[config.mk]
export PLATFORM = sky130hd
export DESIGN_NAME = bgtm_top
export DESIGN_NICKNAME = d
export VERILOG_FILES = /design/src/bgtm_counter.v /design/src/bgtm_sync.v /design/src/bgtm_top.v
export VERILOG_INCLUDE_DIRS = /design/src
export SDC_FILE = /design/constraint.sdc
export NUM_CORES = 1
export LEC_CHECK = 0
export BUFFER_PORTS_ARGS = -buffer_cell sky130_fd_sc_hd__buf_2
export CAP_MARGIN = 0
export CORE_MARGIN = 4
export CORE_UTILIZATION = 40
export CTS_BUF_LIST = sky130_fd_sc_hd__clkbuf_8
export DETAILED_ROUTE_END_ITERATION = 16
export PLACE_DENSITY = 0.61
export SETUP_SLACK_MARGIN = 0.2
export SLEW_MARGIN = 20
export SYNTH_ARGS = -nofsm -noshare
export SYNTH_HDL_FRONTEND = slang
export SYNTH_SLANG_ARGS = --single-unit
[constraint.sdc]
create_clock -name I_CLK -period 2.4 [get_ports I_CLK]
set_input_delay 0.24 -clock I_CLK [delete_from_list [all_inputs] [get_ports I_CLK]]
set_output_delay 0.24 -clock I_CLK [all_outputs]
set_load 0.02 [all_outputs]
[src/bgtm_map.vh]
// Purpose: register offsets, field positions, reset values and timing counts of the background timing measure
// Assumes: byte-wide register port, offsets are byte addresses of the register map
// Notes: high-byte registers hold the upper bits of each split count
`ifndef BGTM_MAP_VH
`define BGTM_MAP_VH
`define BGTM_OFF_CTRL 8'h4C
`define BGTM_OFF_MEAS 8'hEB
`define BGTM_OFF_ACT_PIX_HI 8'hE2
`define BGTM_OFF_ACT_PIX_LO 8'hE3
`define BGTM_OFF_TOT_PIX_HI 8'hE4
`define BGTM_OFF_TOT_PIX_LO 8'hE5
`define BGTM_OFF_ACT_LIN_HI 8'hE6
`define BGTM_OFF_ACT_LIN_LO 8'hE7
`define BGTM_OFF_TOT_LIN_HI 8'hE8
`define BGTM_OFF_TOT_LIN_LO 8'hE9
`define BGTM_OFF_STAT 8'hEA
`define BGTM_BIT_VMODE 2
`define BGTM_BIT_REQ 0
`define BGTM_BIT_DONE 7
`define BGTM_BIT_ILACE 0
`define BGTM_BIT_LOCK 1
`define BGTM_POS_PORT 4
`define BGTM_RST_CTRL 8'h00
`define BGTM_RST_PORT 3'h0
`define BGTM_NUM_PORTS 4
`define BGTM_LOCK_FIELDS 2
`endif

[src/bgtm_counter.v]
// Purpose: pixel and line counters on the synchronised sync and enable of one port
// Assumes: one pixel per I_CLK cycle, sync pulses active high
// Notes: produces a pulse with one field of counts at each field end
`timescale 1ns/10ps
module bgtm_counter (
    input wire i_clk,
    input wire i_rst_b,
    input wire i_run,
    input wire i_new_mode,
    input wire i_hs,
    input wire i_vs,
    input wire i_de,
    input wire i_field,
    output reg o_field_end,
    output reg [13:0] o_tot_pix,
    output reg [12:0] o_act_pix,
    output reg [12:0] o_tot_lin,
    output reg [12:0] o_act_lin,
    output reg o_ilace
);
    reg hs_q;
    reg vs_q;
    reg de_q;
    reg fld_q;
    reg de_line_q;
    reg seen_vs_q;
    reg [13:0] pix_q;
    reg [12:0] act_q;
    reg [12:0] lin_q;
    reg [12:0] alin_q;
    wire hs_rise;
    wire vs_edge;
    assign hs_rise = i_hs & ~hs_q;
    // new mode takes the trailing sync edge, which suits slow frame rates
    assign vs_edge = i_new_mode ? (~i_vs & vs_q) : (i_vs & ~vs_q);
    // counting of pixels per line and lines per field
    always @(posedge i_clk or negedge i_rst_b) begin
        if (!i_rst_b) begin
            hs_q <= 1'b0;
            vs_q <= 1'b0;
            de_q <= 1'b0;
            fld_q <= 1'b0;
            de_line_q <= 1'b0;
            seen_vs_q <= 1'b0;
            pix_q <= 14'h0000;
            act_q <= 13'h0000;
            lin_q <= 13'h0000;
            alin_q <= 13'h0000;
            o_field_end <= 1'b0;
            o_tot_pix <= 14'h0000;
            o_act_pix <= 13'h0000;
            o_tot_lin <= 13'h0000;
            o_act_lin <= 13'h0000;
            o_ilace <= 1'b0;
        end else begin
            hs_q <= i_hs;
            vs_q <= i_vs;
            de_q <= i_de;
            o_field_end <= 1'b0;
            if (!i_run) begin
                seen_vs_q <= 1'b0;
                pix_q <= 14'h0000;
                act_q <= 13'h0000;
                lin_q <= 13'h0000;
                alin_q <= 13'h0000;
            end else begin
                if (hs_rise) begin
                    o_tot_pix <= pix_q;
                    if (act_q != 13'h0000) begin
                        o_act_pix <= act_q;
                    end
                    pix_q <= 14'h0001;
                    act_q <= {12'h000, i_de};
                    lin_q <= lin_q + 13'h0001;
                    alin_q <= alin_q + {12'h000, de_line_q};
                    de_line_q <= 1'b0;
                end else begin
                    pix_q <= pix_q + 14'h0001;
                    act_q <= act_q + {12'h000, i_de};
                    if (de_q) begin
                        de_line_q <= 1'b1;
                    end
                end
                if (vs_edge) begin
                    seen_vs_q <= 1'b1;
                    lin_q <= {12'h000, hs_rise}; // a line starting on this edge opens the new field
                    alin_q <= 13'h0000;
                    fld_q <= i_field;
                    if (seen_vs_q) begin
                        o_tot_lin <= lin_q;
                        o_act_lin <= alin_q + {12'h000, hs_rise & de_line_q}; // closing line ends here
                        o_ilace <= (i_field != fld_q);
                        o_field_end <= 1'b1;
                    end
                end
            end
        end
    end
endmodule

[src/bgtm_sync.v]
// Purpose: three-stage synchroniser for one pin-level input
// Assumes: input is asynchronous to I_CLK
// Notes: output changes only once stages two and three agree
`timescale 1ns/10ps
module bgtm_sync (
    input wire i_clk,
    input wire i_rst_b,
    input wire i_async,
    output reg o_level
);
    reg s1_q;
    reg s2_q;
    reg s3_q;
    // shift chain plus agreement filter
    always @(posedge i_clk or negedge i_rst_b) begin
        if (!i_rst_b) begin
            s1_q <= 1'b0;
            s2_q <= 1'b0;
            s3_q <= 1'b0;
            o_level <= 1'b0;
        end else begin
            s1_q <= i_async;
            s2_q <= s1_q;
            s3_q <= s2_q;
            if (s2_q == s3_q) begin
                o_level <= s3_q;
            end
        end
    end
endmodule

[src/bgtm_top.v]
// Purpose: background port video timing measurement with byte-wide register port
// Assumes: sync inputs of each port arrive from outside the clock domain
// Notes: results are replaced only when a requested measurement completes
// Overview of operation
// - measurements use the port chosen by the three-bit port select field
// - lock flag reads 1 when timing was stable during the measurement
// - total pixels per line reported as fourteen bits over two bytes
// - active pixels per line reported as thirteen bits
// - total lines per field reported as thirteen bits
// - active lines per field reported as thirteen bits
// - interlace bit reads 0 progressive, 1 interlaced
// - results update only after a software measurement request
// - read-write bit selects the newer vertical extraction method
// - select port, raise request, device raises done when results are readable
`timescale 1ns/10ps
`include "bgtm_map.vh"
module bgtm_top (
    // clock and reset
    input wire I_CLK,
    input wire I_RST_B,
    // register port
    input wire I_REG_WR,
    input wire I_REG_RD,
    input wire [7:0] I_REG_ADDR,
    input wire [7:0] I_REG_WDATA,
    output reg [7:0] O_REG_RDATA,
    output reg O_REG_RVALID,
    // video port pins, one bit per port
    input wire [3:0] I_PORT_HSYNC,
    input wire [3:0] I_PORT_VSYNC,
    input wire [3:0] I_PORT_DE,
    input wire [3:0] I_PORT_FIELD,
    // status
    output reg O_MEASURE_DONE
);
    localparam ST_IDLE = 3'b001;
    localparam ST_MEAS = 3'b010;
    localparam ST_DONE = 3'b100;

    // sequencer state
    reg [2:0] state_q;
    reg [2:0] state_d;
    // control fields written by software, and the done flag set by hardware
    reg vertical_extract_mode_q;
    reg [2:0] background_port_select_q;
    reg measure_request_q;
    reg measure_done_flag_q;
    // held results, replaced only at completion
    reg [13:0] total_line_pixels_q;
    reg [12:0] active_line_pixels_q;
    reg [12:0] total_field_lines_q;
    reg [12:0] active_field_lines_q;
    reg interlace_flag_q;
    reg timing_lock_flag_q;
    // field count and lock tracking
    reg [1:0] fields_q;
    reg stable_q;
    reg [13:0] prev_pix_q;
    reg [12:0] prev_lin_q;
    // read data before its output register
    reg [7:0] rdata_d;
    // synchronised pins of every port
    wire [3:0] hs_s;
    wire [3:0] vs_s;
    wire [3:0] de_s;
    wire [3:0] fld_s;
    // lines of the selected port
    reg sel_hs;
    reg sel_vs;
    reg sel_de;
    reg sel_fld;
    // counter results
    wire run;
    wire fend;
    wire [13:0] c_tot_pix;
    wire [12:0] c_act_pix;
    wire [12:0] c_tot_lin;
    wire [12:0] c_act_lin;
    wire c_ilace;
    // sequencer events and register decodes
    wire start;
    wire finish;
    wire last_field;
    wire fields_match;
    wire wr_ctrl;
    wire wr_meas;

    // synchronise every sync pin of every port
    genvar g;
    generate
        for (g = 0; g < `BGTM_NUM_PORTS; g = g + 1) begin : g_port
            bgtm_sync u_hs (
                .i_clk(I_CLK),
                .i_rst_b(I_RST_B),
                .i_async(I_PORT_HSYNC[g]),
                .o_level(hs_s[g])
            );
            bgtm_sync u_vs (
                .i_clk(I_CLK),
                .i_rst_b(I_RST_B),
                .i_async(I_PORT_VSYNC[g]),
                .o_level(vs_s[g])
            );
            bgtm_sync u_de (
                .i_clk(I_CLK),
                .i_rst_b(I_RST_B),
                .i_async(I_PORT_DE[g]),
                .o_level(de_s[g])
            );
            bgtm_sync u_fld (
                .i_clk(I_CLK),
                .i_rst_b(I_RST_B),
                .i_async(I_PORT_FIELD[g]),
                .o_level(fld_s[g])
            );
        end
    endgenerate

    // port mux; selects beyond the last port see idle lines
    // so a select of four or more never completes a run
    always @* begin
        sel_hs = 1'b0;
        sel_vs = 1'b0;
        sel_de = 1'b0;
        sel_fld = 1'b0;
        if (background_port_select_q < 3'h4) begin
            sel_hs = hs_s[background_port_select_q[1:0]];
            sel_vs = vs_s[background_port_select_q[1:0]];
            sel_de = de_s[background_port_select_q[1:0]];
            sel_fld = fld_s[background_port_select_q[1:0]];
        end
    end

    // counters run only while a measurement is open
    assign run = state_q[1];

    // counters on the chosen port
    bgtm_counter u_cnt (
        .i_clk(I_CLK),
        .i_rst_b(I_RST_B),
        .i_run(run),
        .i_new_mode(vertical_extract_mode_q),
        .i_hs(sel_hs),
        .i_vs(sel_vs),
        .i_de(sel_de),
        .i_field(sel_fld),
        .o_field_end(fend),
        .o_tot_pix(c_tot_pix),
        .o_act_pix(c_act_pix),
        .o_tot_lin(c_tot_lin),
        .o_act_lin(c_act_lin),
        .o_ilace(c_ilace)
    );

    // a request starts a run only from idle, so it must drop between runs
    assign start = state_q[0] & measure_request_q;
    assign finish = run & fend & last_field;

    // second field of the pair closes the measurement
    assign last_field = ({30'h00000000, fields_q} == (`BGTM_LOCK_FIELDS - 1));
    // both fields agree on line length and field height
    assign fields_match = (prev_pix_q == c_tot_pix) && (prev_lin_q == c_tot_lin);

    // register write decodes
    assign wr_ctrl = I_REG_WR && (I_REG_ADDR == `BGTM_OFF_CTRL);
    assign wr_meas = I_REG_WR && (I_REG_ADDR == `BGTM_OFF_MEAS);

    // measurement sequencer
    always @* begin
        state_d = state_q;
        case (state_q)
            ST_IDLE: begin
                if (start) begin
                    state_d = ST_MEAS;
                end
            end
            ST_MEAS: begin
                if (finish) begin
                    state_d = ST_DONE;
                end
            end
            ST_DONE: begin
                if (!measure_request_q) begin
                    state_d = ST_IDLE; // request must drop before a new run
                end
            end
            default: begin
                state_d = ST_IDLE;
            end
        endcase
    end

    // state, field count and stability tracking
    always @(posedge I_CLK or negedge I_RST_B) begin
        if (!I_RST_B) begin
            state_q <= ST_IDLE;
            fields_q <= 2'h0;
            stable_q <= 1'b1;
            prev_pix_q <= 14'h0000;
            prev_lin_q <= 13'h0000;
        end else begin
            state_q <= state_d;
            if (start) begin
                fields_q <= 2'h0;
                stable_q <= 1'b1;
            end else if (run && fend) begin
                fields_q <= fields_q + 2'h1;
                prev_pix_q <= c_tot_pix;
                prev_lin_q <= c_tot_lin;
                // any field differing from the one before breaks the lock
                if (fields_q != 2'h0 && !fields_match) begin
                    stable_q <= 1'b0;
                end
            end
        end
    end

    // result registers, replaced only at completion
    always @(posedge I_CLK or negedge I_RST_B) begin
        if (!I_RST_B) begin
            total_line_pixels_q <= 14'h0000;
            active_line_pixels_q <= 13'h0000;
            total_field_lines_q <= 13'h0000;
            active_field_lines_q <= 13'h0000;
            interlace_flag_q <= 1'b0;
            timing_lock_flag_q <= 1'b0;
        end else if (finish) begin
            total_line_pixels_q <= c_tot_pix;
            active_line_pixels_q <= c_act_pix;
            total_field_lines_q <= c_tot_lin;
            active_field_lines_q <= c_act_lin;
            interlace_flag_q <= c_ilace;
            timing_lock_flag_q <= stable_q && fields_match;
        end
    end

    // control register writes
    always @(posedge I_CLK or negedge I_RST_B) begin
        if (!I_RST_B) begin
            vertical_extract_mode_q <= 1'b0;
            background_port_select_q <= `BGTM_RST_PORT;
            measure_request_q <= 1'b0;
        end else begin
            if (wr_ctrl) begin
                vertical_extract_mode_q <= I_REG_WDATA[`BGTM_BIT_VMODE];
            end
            if (wr_meas) begin
                background_port_select_q <= I_REG_WDATA[`BGTM_POS_PORT+2:`BGTM_POS_PORT];
                measure_request_q <= I_REG_WDATA[`BGTM_BIT_REQ];
            end
        end
    end

    // done flag: completion sets it, a new start clears it, set wins
    always @(posedge I_CLK or negedge I_RST_B) begin
        if (!I_RST_B) begin
            measure_done_flag_q <= 1'b0;
        end else if (finish) begin
            measure_done_flag_q <= 1'b1;
        end else if (start) begin
            measure_done_flag_q <= 1'b0;
        end
    end

    // read data mux
    always @* begin
        rdata_d = 8'h00;
        case (I_REG_ADDR)
            `BGTM_OFF_CTRL: rdata_d[`BGTM_BIT_VMODE] = vertical_extract_mode_q;
            `BGTM_OFF_MEAS: begin
                rdata_d[`BGTM_POS_PORT+2:`BGTM_POS_PORT] = background_port_select_q;
                rdata_d[`BGTM_BIT_REQ] = measure_request_q;
                rdata_d[`BGTM_BIT_DONE] = measure_done_flag_q;
            end
            `BGTM_OFF_ACT_PIX_HI: rdata_d = {3'h0, active_line_pixels_q[12:8]};
            `BGTM_OFF_ACT_PIX_LO: rdata_d = active_line_pixels_q[7:0];
            `BGTM_OFF_TOT_PIX_HI: rdata_d = {2'h0, total_line_pixels_q[13:8]};
            `BGTM_OFF_TOT_PIX_LO: rdata_d = total_line_pixels_q[7:0];
            `BGTM_OFF_ACT_LIN_HI: rdata_d = {3'h0, active_field_lines_q[12:8]};
            `BGTM_OFF_ACT_LIN_LO: rdata_d = active_field_lines_q[7:0];
            `BGTM_OFF_TOT_LIN_HI: rdata_d = {3'h0, total_field_lines_q[12:8]};
            `BGTM_OFF_TOT_LIN_LO: rdata_d = total_field_lines_q[7:0];
            `BGTM_OFF_STAT: begin
                rdata_d[`BGTM_BIT_LOCK] = timing_lock_flag_q;
                rdata_d[`BGTM_BIT_ILACE] = interlace_flag_q;
            end
            default: rdata_d = 8'h00;
        endcase
    end

    // registered read answer and done output
    always @(posedge I_CLK or negedge I_RST_B) begin
        if (!I_RST_B) begin
            O_REG_RDATA <= 8'h00;
            O_REG_RVALID <= 1'b0;
            O_MEASURE_DONE <= 1'b0;
        end else begin
            O_REG_RVALID <= I_REG_RD;
            if (I_REG_RD) begin
                O_REG_RDATA <= rdata_d;
            end
            O_MEASURE_DONE <= measure_done_flag_q;
        end
    end
endmodule

==> impl_metrics.ini <==
[sta]
slew_headroom = 0.549
setup_viol = 0
layout_min_cycle_time_ns = 2.20
finalCritPeriodShare = 0.916
fin_ws_ns = 0.201
finalHoldViolations = 0
worst_pin_slew_ns = 0.673
fin_setup_tns_ns = 0
skew_ns = 0.0250
hold_ws_ns = 0.0527
rsz0062_at_grt = true
max_freq_ghz = 0.455
drv_slew = 0

[synthesis]
synth_area_mm2 = 0.0119
synthFlopType = dfrtp_1
synth.area.top_cells = dfrtp_1 59%, mux2_2 10%, xor2_1 3.4%
synth.top_cell.area_share = 0.588
ys_seq_area_frac = 0.592
synthCells = 925
syn_nets = 971
synth_edf_count = 0
ys_async_sr_fraction = 1.00
synth.avg_cell_area_um2 = 12.9
synth-seq-cells = 282
synth.distinct_cells = 60
synth_top_area_cell = dfrtp_1
yosysWarnings = 0

[critical_path]
cp-start-kind = flop
path_class = reg2reg
cp.arrival_ns = 2.64
cp.required_ns = 2.84
path_max_fanout = 5
cp-end-kind = flop
worstPathCellList = or3_4, o22ai_4, and2_4, ha_4, ha_4, nand3_4, nor2_2, xor2_1, mux2_4
critical-path-max-stage-delay_ns = 0.44
crit_path_top_delay_cell = dfrtp_2
critPathMostFrequentCell = ha_4

[run_status]
outcome = completed

[grt]
grt_max_degree = 78
antenna_found_initial = 0
globalRouteOverflowTotal = 0
grt_pass1_vias = 7508
grt_pass1_wl_um = 42000
grt_usage = 0.159

[route]
drt_iter0_drc = 444
wire_per_inst_um = 17.5
drtPass1Iterations = 6
ant_nets = 0
drc = 0
viasPerCell = 5.06
num_vias = 7340
drt_wl_total_um = 25400

[floorplanning]
core_area_mm2 = 0.0290
fp.dieW_um = 181
initial_utilization = 0.411
rows = 62
die_area_mm2 = 0.0326
io_pins = 46
die_h_um = 181

[placed_design]
gp_congestion = 0.835
io_buffers = 42
dpl.cell_count = 1339
dp_hpwl_um = 17400
pre_cts_ws_ns = 0.0667

[clocking]
clockRootBuffer = clkbuf_8
cts_buffer_depth = 3
cts_tree = done
cts_made_buffers = 47
htree_num_levels = 2
cts.sinks = 282
clk_latency_ns = 0.57
cts.clk_slew.worst_paths_ns = 0.06

[layout]
n_fill_cell = 2620
layout-drive-gt1-share = 0.293
final_core_util = 0.484
final_cell_mix = 278 x dfrtp_1, 108 x mux2_2, 81 x nand2_1, 74 x nor2_1, 55 x clkbuf_8
area_growth_pct = 17.9
fin_cells = 1451
antenna_cells = 0
fin_nets = 1082
final_common_cell = dfrtp_1

[power_and_ir_drop]
power_density_mw_per_mm2 = 668
ir_drop_uv = 560
p_leak_nw = 6.63

[min_path]
min_path_type = in2reg

[job]
cap_violations = 0
==> cell type report <==
type,count,area (um2),share of cell area
Clock buffer,55,757,0.0539
Clock inverter,25,113,0.00801
Inverter,10,37.5,0.00267
Sequential cell,282,7060,0.502
Multi-Input combinational cell,591,4780,0.340
Tap cell,384,480,0.0342
Timing Repair Buffer,104,831,0.0591
==> stage by stage <==
stage | instance area (um2) | total power [mW]
floorplan | 12000 | 5.22
global placement | 12800 | 5.46
detailed placement | 12800 | 5.47
CTS | 14000 | 9.52
global route | 14100 | 9.81
finish | 14100 | 9.38
==> critical path: cells and delay by family, from the launching register on <==
kind	cells	cell delay, ns
AND/OR/NAND/NOR	4	0.84
flip-flops	1	0.44
adder cells (fa/ha/maj)	2	0.28
multiplexers	1	0.25
AO/OA/AOI/OAI	1	0.18
XOR/XNOR	1	0.07
==> power by group <==
part	switching, mW	internal [mW]
registers	0.0910	4.86
logic	0.288	0.207
clock network	1.86	2.08
total	2.24	7.14
==> path summary, 6_finish.rpt <==
check                                                 start                      end  cells past startpoint  slack, ns
min in group asynchronous                           I_RST_B           u_cnt.act_q[4]                      2       0.25
worst min register to register          g_port[3].u_vs.s1_q      g_port[3].u_vs.s2_q                      0       0.34
worst max register to register  background_port_select_q[0]       u_cnt.o_act_lin[8]                      9       0.20
worst min-delay path                               I_REG_WR  vertical_extract_mode_q                      3       0.05
max in group asynchronous                           I_RST_B      u_cnt.o_act_lin[11]                      3       1.32
worst max-delay path            background_port_select_q[0]       u_cnt.o_act_lin[8]                      9       0.20
==> flip-flops by register name, indices dropped and copies added, names as in the netlist, 14 cells and up <==
register	count
prev_pix_q	14
total_line_pixels_q	14
u_cnt.o_tot_pix	14
u_cnt.pix_q	14
==> synthesized netlist by cell type, types with 10 or more instances <==
library cell / n
clkbuf_1: 16
mux2_4: 19
nor3_1: 12
nand4_1: 18
nand3_1: 27
a21oi_1: 13
inv_1: 10
dfrtp_1: 280
maj3_1: 16
nor2_1: 77
mux2_2: 110
ha_1: 10
xnor2_1: 41
and3_1: 11
xor2_1: 46
buf_2: 10
nand2_1: 81
mux2i_1: 12
==> per-layer routing <==
metal  wire [um]  GRT usage
met4         697     0.0517
met3         905     0.0270
met1       12400      0.235
met2       11500      0.241
met5           0          0
==> timing repair <==
item                                    CTS  global route
endpoints found under the setup margin   27            27
resized for setup                        14            12
setup buffers                             3             6
pin swaps                                 2             6
hold buffers                             23             0
hold endpoints to repair                 82             0
==> logic make-up (layout without fill, tap and decap cells) <==
family,after synthesis,count (layout),synth area share
compound gates,62,62,0.0380
xor+xnor,87,87,0.0639
fa+ha+maj,26,26,0.0239
buf+inv,52,194,0.0231
flops,282,282,0.592
mux,148,148,0.151
simple gates,268,268,0.108
Power figures use the tool's default switching activity.
